$ cat src/hdl/mac_pkg.sv
// mac_pkg: constants, opcodes and the adder function for the add-and-call datapath.
// assumes one 100 MHz clock and a plain register port with 4-bit addresses.
package mac_pkg;

  // register port layout
  localparam int unsigned REG_AW = 4;
  localparam logic [3:0] REG_CTRL = 4'h0;      // bit 0: table high option
  localparam logic [3:0] REG_FLAGS = 4'h1;     // carry, nibble, zero, signed wrap
  localparam logic [3:0] REG_WORK = 4'h2;      // work register
  localparam logic [3:0] REG_TBL_LO = 4'h3;    // table low pointer
  localparam logic [3:0] REG_TBL_HI = 4'h4;    // table high pointer, 5 bits
  localparam logic [3:0] REG_PC_LO = 4'h5;     // program counter low, read only
  localparam logic [3:0] REG_PC_HI = 4'h6;     // program counter high, read only
  localparam logic [3:0] REG_MEM_ADDR = 4'h7;  // memory window address
  localparam logic [3:0] REG_MEM_DATA = 4'h8;  // memory window data
  localparam logic [3:0] REG_STATUS = 4'h9;    // busy and stack depth, read only
  localparam logic [3:0] REG_STK_LO = 4'hA;    // last pushed return address low
  localparam logic [3:0] REG_STK_HI = 4'hB;    // last pushed return address high

  // field positions in the flag, control and status registers
  localparam int unsigned FLAG_C = 0;
  localparam int unsigned FLAG_AC = 1;
  localparam int unsigned FLAG_Z = 2;
  localparam int unsigned FLAG_OV = 3;
  localparam int unsigned CTRL_TBHI = 0;
  localparam int unsigned STAT_BUSY = 7;

  // sizes and reset values
  localparam int unsigned PC_W = 13;
  localparam int unsigned MEM_DEPTH = 216;
  localparam int unsigned STACK_DEPTH = 8;
  localparam logic [12:0] PC_RESET = 13'h0000;
  localparam logic [7:0] WORK_RESET = 8'h00;
  localparam logic [3:0] FLAGS_RESET = 4'h0;
  localparam logic [7:0] TBL_RESET = 8'h00;

  typedef enum logic [3:0] {
    OP_NOP,
    OP_ADC_W,
    OP_ADC_M,
    OP_ADD_W,
    OP_ADD_I,
    OP_ADD_M,
    OP_AND_W,
    OP_AND_I,
    OP_AND_M,
    OP_CALL,
    OP_CLR,
    OP_TAB
  } mac_op_t;

  typedef enum logic {
    ST_READY,
    ST_CALL_LOAD
  } mac_state_t;

  // 8-bit add: returns {signed wrap, nibble carry, carry, sum}
  function automatic logic [10:0] mac_add8(input logic [7:0] a, input logic [7:0] b,
                                           input logic ci);
    logic [4:0] lo;
    logic [4:0] hi;
    logic [7:0] s;
    lo = {1'b0, a[3:0]} + {1'b0, b[3:0]} + {4'h0, ci};
    hi = {1'b0, a[7:4]} + {1'b0, b[7:4]} + {4'h0, lo[4]};
    s = {hi[3:0], lo[3:0]};
    return {(a[7] == b[7]) && (s[7] != a[7]), lo[4], hi[4], s};
  endfunction

endpackage

$ cat src/hdl/mac_stack.sv
// mac_stack: eight-level return address stack, push only.
// assumes pushes come from the datapath one cycle long; oldest entry is overwritten.
`timescale 1ns/1ns
`default_nettype none
module mac_stack import mac_pkg::*; (
  input wire logic i_clk,               // core clock
  input wire logic i_reset,             // async reset, active high
  input wire logic i_push,              // one-cycle push strobe
  input wire logic [12:0] i_data,       // return address to store
  output logic [3:0] o_depth,           // entries held, saturates at 8
  output logic [12:0] o_top             // last value pushed
);

  logic [12:0] slot [STACK_DEPTH];
  logic [2:0] wr_ptr;

  // storage, no reset needed
  always_ff @(posedge i_clk) begin
    if (i_push) begin
      slot[wr_ptr] <= i_data;
    end
  end

  // pointer, depth and top copy
  always_ff @(posedge i_clk or posedge i_reset) begin
    if (i_reset) begin
      wr_ptr <= 3'h0;
      o_depth <= 4'h0;
      o_top <= 13'h0000;
    end else if (i_push) begin
      wr_ptr <= wr_ptr + 3'h1;
      o_top <= i_data;
      if (o_depth != 4'h8) begin
        o_depth <= o_depth + 4'h1;
      end
    end
  end

endmodule
`default_nettype wire

$ cat src/hdl/mac_exec.sv
// mac_exec: execution datapath for add, and, call, memory clear and table address.
// assumes ops arrive one per cycle with i_op_valid, and are held off while o_busy.
//
// How it works
// [RULE1] add-with-carry: work plus memory plus carry into work, four flags
// [RULE2] add-with-carry: work plus memory plus carry into memory, four flags
// [RULE3] plain add: work plus memory into work, four flags
// [RULE4] immediate add: work plus literal into work, four flags
// [RULE5] plain add: work plus memory into memory, four flags
// [RULE6] and with memory into work, only zero flag changes
// [RULE7] and with literal into work, only zero flag changes
// [RULE8] and with work into memory, only zero flag changes
// [RULE9] call pushes pc plus one, loads target, flags untouched
// [RULE10] call takes two cycles
// [RULE11] clear writes 00 into the addressed memory byte
// [RULE12] table fetch uses both pointers when option set, else current page
// [RULE13] zero, carry out of bit 7, carry out of bit 3, signed overflow
`timescale 1ns/1ns
`default_nettype none
module mac_exec import mac_pkg::*; (
  input wire logic i_clk,               // core clock, 100 MHz
  input wire logic i_reset,             // async reset, active high
  input wire logic i_op_valid,          // op present this cycle
  input wire mac_op_t i_op,             // operation code
  input wire logic [7:0] i_mem_addr,    // data memory byte address
  input wire logic [7:0] i_imm,         // literal operand
  input wire logic [12:0] i_target,     // call target address
  input wire logic [3:0] i_addr,        // register address
  input wire logic [7:0] i_wdata,       // register write data
  input wire logic i_wr,                // register write strobe
  input wire logic i_rd,                // register read strobe
  output logic [7:0] o_rdata,           // read data, cycle after i_rd
  output logic o_busy,                  // call in its second cycle
  output logic [12:0] o_pc,             // program counter
  output logic o_rom_req,               // table fetch address valid pulse
  output logic [12:0] o_rom_addr        // table fetch program address
);

  logic [7:0] data_mem [MEM_DEPTH];
  logic [7:0] work_register;
  logic carry_flag;
  logic nibble_carry_flag;
  logic zero_flag;
  logic signed_wrap_flag;
  logic table_high_option;
  logic [7:0] table_low_pointer;
  logic [4:0] table_high_pointer;
  logic [7:0] mem_window_addr;
  logic [12:0] pc;
  logic [12:0] call_target;
  mac_state_t state;
  logic [3:0] stack_depth;
  logic [12:0] stack_top;

  // op decode
  wire go = i_op_valid && (state == ST_READY);
  wire op_adc = (i_op == OP_ADC_W) || (i_op == OP_ADC_M);
  wire op_add = op_adc || (i_op == OP_ADD_W) || (i_op == OP_ADD_I) || (i_op == OP_ADD_M);
  wire op_and = (i_op == OP_AND_W) || (i_op == OP_AND_I) || (i_op == OP_AND_M);
  wire op_imm = (i_op == OP_ADD_I) || (i_op == OP_AND_I);
  wire op_to_mem = (i_op == OP_ADC_M) || (i_op == OP_ADD_M) || (i_op == OP_AND_M)
                   || (i_op == OP_CLR);
  wire op_to_work = (i_op == OP_ADC_W) || (i_op == OP_ADD_W) || (i_op == OP_ADD_I)
                    || (i_op == OP_AND_W) || (i_op == OP_AND_I);
  wire op_call = i_op == OP_CALL;
  wire op_tab = i_op == OP_TAB;

  // operand fetch; bytes past the end read as zero
  wire mem_ok = i_mem_addr < 8'(MEM_DEPTH);
  wire [7:0] mem_rd = mem_ok ? data_mem[i_mem_addr] : 8'h00;
  wire [7:0] operand_b = op_imm ? i_imm : mem_rd;
  wire carry_in = op_adc && carry_flag; // see [RULE1] see [RULE2]

  // arithmetic and logic results
  wire [10:0] add_out = mac_add8(work_register, operand_b, carry_in); // see [RULE13]
  wire [7:0] and_out = work_register & operand_b;
  wire [7:0] result = op_and ? and_out : ((i_op == OP_CLR) ? 8'h00 : add_out[7:0]);
  wire result_zero = result == 8'h00;

  // write enables
  wire work_we = go && op_to_work; // see [RULE1] see [RULE3] see [RULE4] see [RULE6] see [RULE7]
  wire mem_we = go && op_to_mem && mem_ok; // see [RULE2] see [RULE5] see [RULE8] see [RULE11]
  wire win_ok = mem_window_addr < 8'(MEM_DEPTH);
  wire win_we = i_wr && (i_addr == REG_MEM_DATA) && win_ok && !(go && op_to_mem);
  wire sw_wr = i_wr && !go;

  // table fetch address
  wire [12:0] rom_addr_sel = table_high_option ? {table_high_pointer, table_low_pointer}
                                               : {pc[12:8], table_low_pointer}; // see [RULE12]

  // register read selection
  wire [7:0] win_rd = win_ok ? data_mem[mem_window_addr] : 8'h00;
  wire [7:0] flags_rd = {4'h0, signed_wrap_flag, zero_flag, nibble_carry_flag, carry_flag};
  wire [7:0] rd_mux =
    (i_addr == REG_CTRL) ? {7'h00, table_high_option} :
    (i_addr == REG_FLAGS) ? flags_rd :
    (i_addr == REG_WORK) ? work_register :
    (i_addr == REG_TBL_LO) ? table_low_pointer :
    (i_addr == REG_TBL_HI) ? {3'h0, table_high_pointer} :
    (i_addr == REG_PC_LO) ? pc[7:0] :
    (i_addr == REG_PC_HI) ? {3'h0, pc[12:8]} :
    (i_addr == REG_MEM_ADDR) ? mem_window_addr :
    (i_addr == REG_MEM_DATA) ? win_rd :
    (i_addr == REG_STATUS) ? {o_busy, 3'h0, stack_depth} :
    (i_addr == REG_STK_LO) ? stack_top[7:0] :
    (i_addr == REG_STK_HI) ? {3'h0, stack_top[12:8]} : 8'h00;

  // return stack
  mac_stack u_stack (
    .i_clk(i_clk),
    .i_reset(i_reset),
    .i_push(go && op_call), // see [RULE9]
    .i_data(pc + 13'h0001),
    .o_depth(stack_depth),
    .o_top(stack_top)
  );

  // data memory: op write wins over window write
  always_ff @(posedge i_clk) begin
    if (mem_we) begin
      data_mem[i_mem_addr] <= result;
    end else if (win_we) begin
      data_mem[mem_window_addr] <= i_wdata;
    end
  end

  // work register
  always_ff @(posedge i_clk or posedge i_reset) begin
    if (i_reset) begin
      work_register <= WORK_RESET;
    end else if (work_we) begin
      work_register <= result;
    end else if (sw_wr && i_addr == REG_WORK) begin
      work_register <= i_wdata;
    end
  end

  // flags: add sets four, and sets only zero, call and clear leave them
  always_ff @(posedge i_clk or posedge i_reset) begin
    if (i_reset) begin
      {signed_wrap_flag, zero_flag, nibble_carry_flag, carry_flag} <= FLAGS_RESET;
    end else if (go && op_add) begin
      carry_flag <= add_out[8]; // see [RULE13]
      nibble_carry_flag <= add_out[9];
      signed_wrap_flag <= add_out[10];
      zero_flag <= result_zero;
    end else if (go && op_and) begin
      zero_flag <= result_zero; // see [RULE6] see [RULE7] see [RULE8]
    end else if (sw_wr && i_addr == REG_FLAGS) begin
      carry_flag <= i_wdata[FLAG_C];
      nibble_carry_flag <= i_wdata[FLAG_AC];
      zero_flag <= i_wdata[FLAG_Z];
      signed_wrap_flag <= i_wdata[FLAG_OV];
    end
  end

  // software control registers
  always_ff @(posedge i_clk or posedge i_reset) begin
    if (i_reset) begin
      table_high_option <= 1'b0;
      table_low_pointer <= TBL_RESET;
      table_high_pointer <= 5'h00;
      mem_window_addr <= 8'h00;
    end else if (i_wr) begin
      if (i_addr == REG_CTRL) table_high_option <= i_wdata[CTRL_TBHI];
      if (i_addr == REG_TBL_LO) table_low_pointer <= i_wdata;
      if (i_addr == REG_TBL_HI) table_high_pointer <= i_wdata[4:0];
      if (i_addr == REG_MEM_ADDR) mem_window_addr <= i_wdata;
    end
  end

  // sequencer: call holds for a second cycle to load the target
  always_ff @(posedge i_clk or posedge i_reset) begin
    if (i_reset) begin
      state <= ST_READY;
      pc <= PC_RESET;
      call_target <= 13'h0000;
      o_busy <= 1'b0;
    end else begin
      unique case (state)
        ST_READY: begin
          if (go && op_call) begin
            call_target <= i_target;
            state <= ST_CALL_LOAD; // see [RULE10]
            o_busy <= 1'b1;
          end else if (go) begin
            pc <= pc + 13'h0001;
          end
        end
        ST_CALL_LOAD: begin
          pc <= call_target; // see [RULE9]
          state <= ST_READY;
          o_busy <= 1'b0;
        end
      endcase
    end
  end

  assign o_pc = pc;

  // table fetch address and read data
  always_ff @(posedge i_clk or posedge i_reset) begin
    if (i_reset) begin
      o_rom_req <= 1'b0;
      o_rom_addr <= 13'h0000;
      o_rdata <= 8'h00;
    end else begin
      o_rom_req <= go && op_tab;
      if (go && op_tab) o_rom_addr <= rom_addr_sel;
      o_rdata <= i_rd ? rd_mux : 8'h00;
    end
  end

  wire [8:0] wide_sum = {1'b0, work_register} + {1'b0, operand_b} + {8'h00, carry_in};
  wire [4:0] low_sum = {1'b0, work_register[3:0]} + {1'b0, operand_b[3:0]} + {4'h0, carry_in};
endmodule
`default_nettype wire

$ cat config.mk
export PLATFORM = sky130hd
export DESIGN_NAME = mac_exec
export DESIGN_NICKNAME = d
export VERILOG_FILES = /design/src/hdl/mac_pkg.sv /design/src/hdl/mac_stack.sv /design/src/hdl/mac_exec.sv
export SDC_FILE = /design/constraint.sdc
export NUM_CORES = 2
export LEC_CHECK = 0
export BUFFER_PORTS_ARGS = -buffer_cell sky130_fd_sc_hd__buf_4
export CELL_PAD_IN_SITES_DETAIL_PLACEMENT = 0
export CELL_PAD_IN_SITES_GLOBAL_PLACEMENT = 1
export CORE_UTILIZATION = 35
export DETAILED_ROUTE_END_ITERATION = 10
export HOLD_SLACK_MARGIN = 0.1
export PLACE_DENSITY = 0.63
export SYNTH_ARGS = -nofsm -noshare
export SYNTH_HDL_FRONTEND = slang
export SYNTH_HIERARCHICAL = 1
export SYNTH_SLANG_ARGS = --single-unit
$ cat constraint.sdc
create_clock -name i_clk -period 29.1 [get_ports i_clk]
set_input_delay 4.365 -clock i_clk [delete_from_list [all_inputs] [get_ports i_clk]]
set_output_delay 4.365 -clock i_clk [all_outputs]
set_load 0.01 [all_outputs]
; After elaboration in Yosys (flattened, before gate mapping)
; Memory sizes are Yosys's and may differ from the RTL's.
; Index checks and enable logic that the tools add are counted.
[totals]
ff_bits = 101
latchBits = 0
ramBits = 1728
mem_bits_ro = 0
inputBits = 50
out_inout_bits = 36
wordCells = 152
memories = 1
[memory_table]
columns = name, depth, word_bits, rd, rd_clocked_by_memory_dff, write_ports, line
row1 = data_mem, 216, 8, 2, 0, 1, mac_exec.sv:39  ; logic [7:0] data_mem [MEM_DEPTH];
[op_classes]
addsub = 6
multipliers = 0
div_mod_pow = 0
magnitude_cmp = 2
eq_ne = 29
shifts = 0
n_mux = 48
bitwise_logic = 2
n_reduce_logical = 46
[op_table]
columns = cell, count
row1 = 2-to-1 mux 8 bit, 21
row2 = 2-to-1 mux 13 bit, 3
row3 = == test 4 x 3 -> 1 bit (second input constant), 8
row4 = == test 4 bit (second input constant), 8
row5 = case mux 13 bit (2 select lines), 1
row6 = 2-to-1 mux 1 bit, 20
row7 = == test 4 x 2 -> 1 bit (second input constant), 4
row8 = logical AND 1 bit, 16
row9 = < comparator 8 bit (second input constant), 2
row10 = AND reduction 2 bit, 8
row11 = logical OR 1 bit, 14
row12 = adder 13 x 1 -> 13 bit (second input constant), 1
row13 = adder 4 x 4 -> 5 bit, 2
row14 = adder 5 x 1 -> 5 bit, 2
row15 = bitwise AND 8 bit, 1
row16 = == test 4 x 1 -> 1 bit (second input constant), 2
row17 = zero test 8 bit, 1
row18 = OR reduction 8 bit, 1
row19 = inequality test 2 bit (second input constant), 3
row20 = 2-to-1 mux 5 bit, 1
row21 = adder 4 x 1 -> 4 bit (second input constant), 1
row22 = zero test 4 bit, 1
row23 = inequality test 4 bit (second input constant), 1
row24 = case mux 1 bit (2 select lines), 2
row25 = 7 further kinds, 9

; Logic depth before layout (Yosys ltp)
[logic_depth]
word_depth = 14
depth_mapped = 29
ltp_nobuf = 24

; Modules after synthesis
; The synthesis kept the hierarchy.
[modules_own_cells]
columns = mod, n_inst, cells_each, area_each_um2, seq_area_each_um2
row1 = mac_exec, 1, 4768, 86890.8, 53991.8
row2 = mac_stack, 1, 51, 768.2, 425.4

; Least setup slack after synthesis
; Ideal clock, no wire load.
[synth_timing]
path_type = input to register
from = input port i_mem_addr[0]
to = memory data_mem[0][7] (data pin)
setup_time_ps = 1493
t_arrival_ps = 15006
required_time_ps = 27607
path_slack_ps = 12601
path_stages = 21
n_path_buf = 4
path_cell_list = buf_2 buf_6 buf_6 buf_2 mux4_2 mux4_2 a21oi_1 o31ai_1 o22ai_1 fa_1 inv_1 fa_1 nand2_1 nand2_1 a21o_1 fa_1 a21o_1 a21oi_1 xnor2_1 nand2_1 a31oi_1
[synth_between]
elab_chain_len = 9
word_cells_on_any_way = 16
cone_classes = add/sub (4) / order compare (1) / mux (7) / bitwise (1) / reduce/logical (2) / memory (1)
[synth_rtl]
columns = item, line
row1 = start: declaration, mac_exec.sv:25  ; input wire logic [7:0] i_mem_addr,
row2 = memory read (216 x 8 bit) or < comparator 8 bit (tied branches), -
row3 = 2-to-1 mux 8 bit, mac_exec.sv:70  ; wire [7:0] mem_rd = mem_ok ? data_mem[i_mem_addr] : 8'h00;
row4 = 2-to-1 mux 8 bit, mac_exec.sv:71  ; wire [7:0] operand_b = op_imm ? i_imm : mem_rd;
row5 = adder 4 x 4 -> 5 bit, -
row6 = adder 5 x 1 -> 5 bit, -
row7 = adder 5 x 1 -> 5 bit, mac_pkg.sv:64  ; hi = {1'b0, a[7:4]} + {1'b0, b[7:4]} + {4'h0, lo[4]};
row8 = 2-to-1 mux 8 bit (2 in a row), mac_exec.sv:77  ; wire [7:0] result = op_and ? and_out : ((i_op == OP_CLR) ? 8'h00 : add_out[7:0]);
row9 = 2-to-1 mux 8 bit (no source line) *, -
row10 = end: declaration, mac_exec.sv:39
; Every way passes the cells marked *; elsewhere a longest branch is shown, timed or not.

; Worst setup path after layout
[layout_timing]
from = input port i_mem_addr[0]
to = memory data_mem[87][7] (data pin)
; The elaborated chain is that of the path after synthesis.

==> metrics.cfg <==
[yosys]
synth-edff-count = 1728
synth_top_area_share = 0.592
synthCells = 4819
post_synth_instance_area_um2 = 87700
synth.lib_cells_used.distinct = 73
ys_dominant_reg_cell = edfxtp_1
net_count_of_the_mapped_netlist = 4884
syn_area_per_cell_um2 = 18.2
library_cell_with_the_largest_summed_area_after_synthesis = edfxtp_1
yosys_warnings = 6
synth_sequential_area_ratio = 0.621
ys_ff_latch = 1829
synth_common_cells = 1728 x edfxtp_1, 886 x mux4_2, 314 x nor2_1, 244 x mux2i_1, 219 x nand2_1
synth_async_sr_flop_share = 0.0552
synth_most_common_cell = edfxtp_1
netlist_top_cells_area = edfxtp_1 59%, mux4_2 23%, dfrtp_1 2.9%, mux2i_1 2.8%, nor2_1 1.3%

[setup_path]
crit_path_max_fanout = 89
regToRegEndpoint = data_mem[87][7]
startpoint = i_mem_addr[0]
timing.critical_path.to = data_mem[87][7]
ff2ff_setup_slack_ps = 20740
endpoint_required_time_on_the_critical_path_ps = 29600
timing.rr.start = data_mem[142][0]
critical_path_arrival_ps = 14720
cpPeakStageDelay_ps = 920
timing.reg2reg.worst_path_depth = 22
worst_setup_path_end_kind = flip-flop
cpMaxStageDelayCell = a31oi_4
critical_path.startpoint_type = input port
cpMostUsedCell = buf_4
worst-setup-path-type = input port to flip-flop

[clock_tree]
postCtsHoldBufs = 0
cts_tree = done
cts-root-buf = clkbuf_16
postCtsSetupBuffers = 0
cts_buf_count = 194
cts_repair_resizes = 0
worst_skew_pair.late_latency_ps = 870
clock_sink_count = 1829
clkTransAtPathRegs_ps = 60
ctsHtreeMaxLevel = 4
max_clock_buf_depth = 3

[placement]
gp_congestion = 0.884
place.port_buffers = 85
detailed_place_hpwl_mm = 180

[die]
chipWidth_um = 502
die_y_um = 502
initial_core_utilization = 0.352
placeableCoreArea_um2 = 249000
floorplan.io_pins = 86
rows = 183
design.die.area_um2 = 252000

[hold_path]
class_of_the_tightest_hold_or_removal_check = flip-flop to flip-flop

[sta]
finalSetupViolations = 0
period_needed_ps = 14220
max_freq_mhz = 70.3
hold_violations = 0
setup-tns-final_ps = 0
post-route-period-util = 0.489
max_slew_margin = 0.0312
worst-slew-pin-transition_ps = 1440
finClkSkew_ps = 40.9
drv_slew = 0
grt_setup_unrepaired = no

[layout]
post_route_cells_drive_above_1_share = 0.300
layout.nets = 4943
postLayoutCoreUtil = 0.394
areaGrowthSynthToFinish_pct = 11.8

[drt]
drt.antenna.violating_nets = 0
wirelength_mm = 290
first_iter_violations = 6301
detailed_route_drc_error_count = 0
wire_per_inst_um = 34.6
route.detailed.vias_per_inst = 6.18
drt_pre_antenna_iters = 6
num_vias = 51780

[power]
worst_ir_drop_vdd_mv = 0.0878
p_leak_nw = 30.7
powerDensity_nw_per_um2 = 78.2

[grt]
globalRouteOverflowTotal = 0
number_of_antenna_violations_at_the_first_check_in_global_routing = 18
first_pass_grt_wire_length_mm = 405
grt_max_degree = 201
globalRouteTotalUtil = 0.228
first_global_vias = 51226

[run]
max_cap_viols = 0

[status]
run_status = finished, final reports clean

## worst max-delay path: cells and delay by family
family,cells,cell delay [ps]
adders and majority gates,3,1140
AOI/OAI and AO/OA,11,3040
muxes,2,780
buffers and inverters,7,4460
xor gates and xnor gates,1,210
and+or+nand+nor,3,250
## state kept, by name, summed over array words and instances, names as in the netlist
name	cells
call_target	13
table_high_pointer	5
nibble_carry_flag	1
state	1
carry_flag	1
mem_window_addr	8
table_low_pointer	8
o_busy	1
u_stack/o_depth	4
data_mem	1728
u_stack/o_top	13
o_pc	13
o_rdata	8
signed_wrap_flag	1
zero_flag	1
table_high_option	1
o_rom_req	1
work_register	8
o_rom_addr	13
## final cells by class
| type | instances | area (um^2) |
|---|---|---|
| Antenna cell | 10 | 25.0 |
| Clock buffer | 250 | 5130 |
| Clock inverter | 100 | 887 |
| Fill cell | 22372 | 151000 |
| Inverter | 29 | 111 |
| Multi-Input combinational cell | 2571 | 31200 |
| Sequential cell | 1829 | 54400 |
| Tap cell | 3330 | 4170 |
| Timing Repair Buffer | 253 | 2020 |
## worst min path at each step
stage | endpoint | startpoint | slack (ps) | depth (start not counted)
floorplan | o_pc[0] | call_target[0] | 450 | 2
global placement | o_pc[7] | call_target[7] | 460 | 2
detailed placement | o_pc[6] | call_target[6] | 470 | 2
CTS | o_pc[0] | call_target[0] | 480 | 2
global route | o_pc[7] | call_target[7] | 500 | 2
finish | o_pc[7] | call_target[7] | 480 | 2
## routing by layer
layer	global-route usage	share of wire	up-vias
met5	0.00133	0.00037	-
met4	0.0802	0.035	12
met3	0.0553	0.097	489
met2	0.347	0.46	2778
met1	0.319	0.41	28056
li1	-	-	20445
## through the flow
stage	std cells	total power, mW	setup slack [ps]	hold WS [ps]	cell area, um^2
5_1_grt	8362	7.88	14310	498	98000
6_report	8372	7.66	14880	480	98000
2_1_floorplan	4819	4.63	12600	446	87700
3_5_place_dp	8012	5.31	14110	469	91900
4_1_cts	8362	7.69	14980	482	98000
3_3_place_gp	8012	5.28	14170	462	91900
## logic make-up (layout without fill, tap and decap cells)
kind of cell / count (synthesis) / count (layout) / share of synthesized area
buffers and inverters: 419 / 632 / 0.0257
and+or+nand+nor: 728 / 728 / 0.0364
muxes: 1205 / 1205 / 0.265
xor gates and xnor gates: 30 / 30 / 0.00300
adders and majority gates: 15 / 15 / 0.00248
AOI/OAI and AO/OA: 593 / 593 / 0.0462
other: 0 / 10 / 0
DFF: 1829 / 1829 / 0.621
## cell usage in the layout, fill, tap and decap left out, types with 13 or more instances in the layout
cell / synthesis / routed
nand2_1: 219 / 214
xor2_1: 17 / 17
clkinv_2: 0 / 30
a21oi_1: 124 / 123
nor2b_1: 41 / 39
a22oi_1: 55 / 55
edfxtp_1: 1728 / 1728
mux2_2: 67 / 61
clkinv_1: 5 / 42
o2111ai_1: 34 / 34
clkbuf_1: 158 / 52
nor3_1: 25 / 22
o221ai_1: 26 / 26
o21ai_0: 78 / 77
clkbuf_16: 0 / 196
xnor2_1: 13 / 13
nor2_1: 314 / 310
a211oi_1: 55 / 55
mux4_2: 886 / 886
and3_1: 13 / 13
nand4_1: 17 / 17
nand3_1: 38 / 38
a221oi_1: 22 / 22
buf_4: 45 / 241
mux2i_1: 244 / 244
a31oi_1: 45 / 44
inv_1: 24 / 22
o22ai_1: 27 / 27
dfrtp_1: 101 / 96
nand2b_1: 15 / 14
o211ai_1: 18 / 18
## where the power goes
group          switching [mW]  internal (mW)
logic                    1.23          0.572
registers              0.0789           3.38
clock network            1.07           1.33
Note: power is estimated with default switching activity, not from simulation.
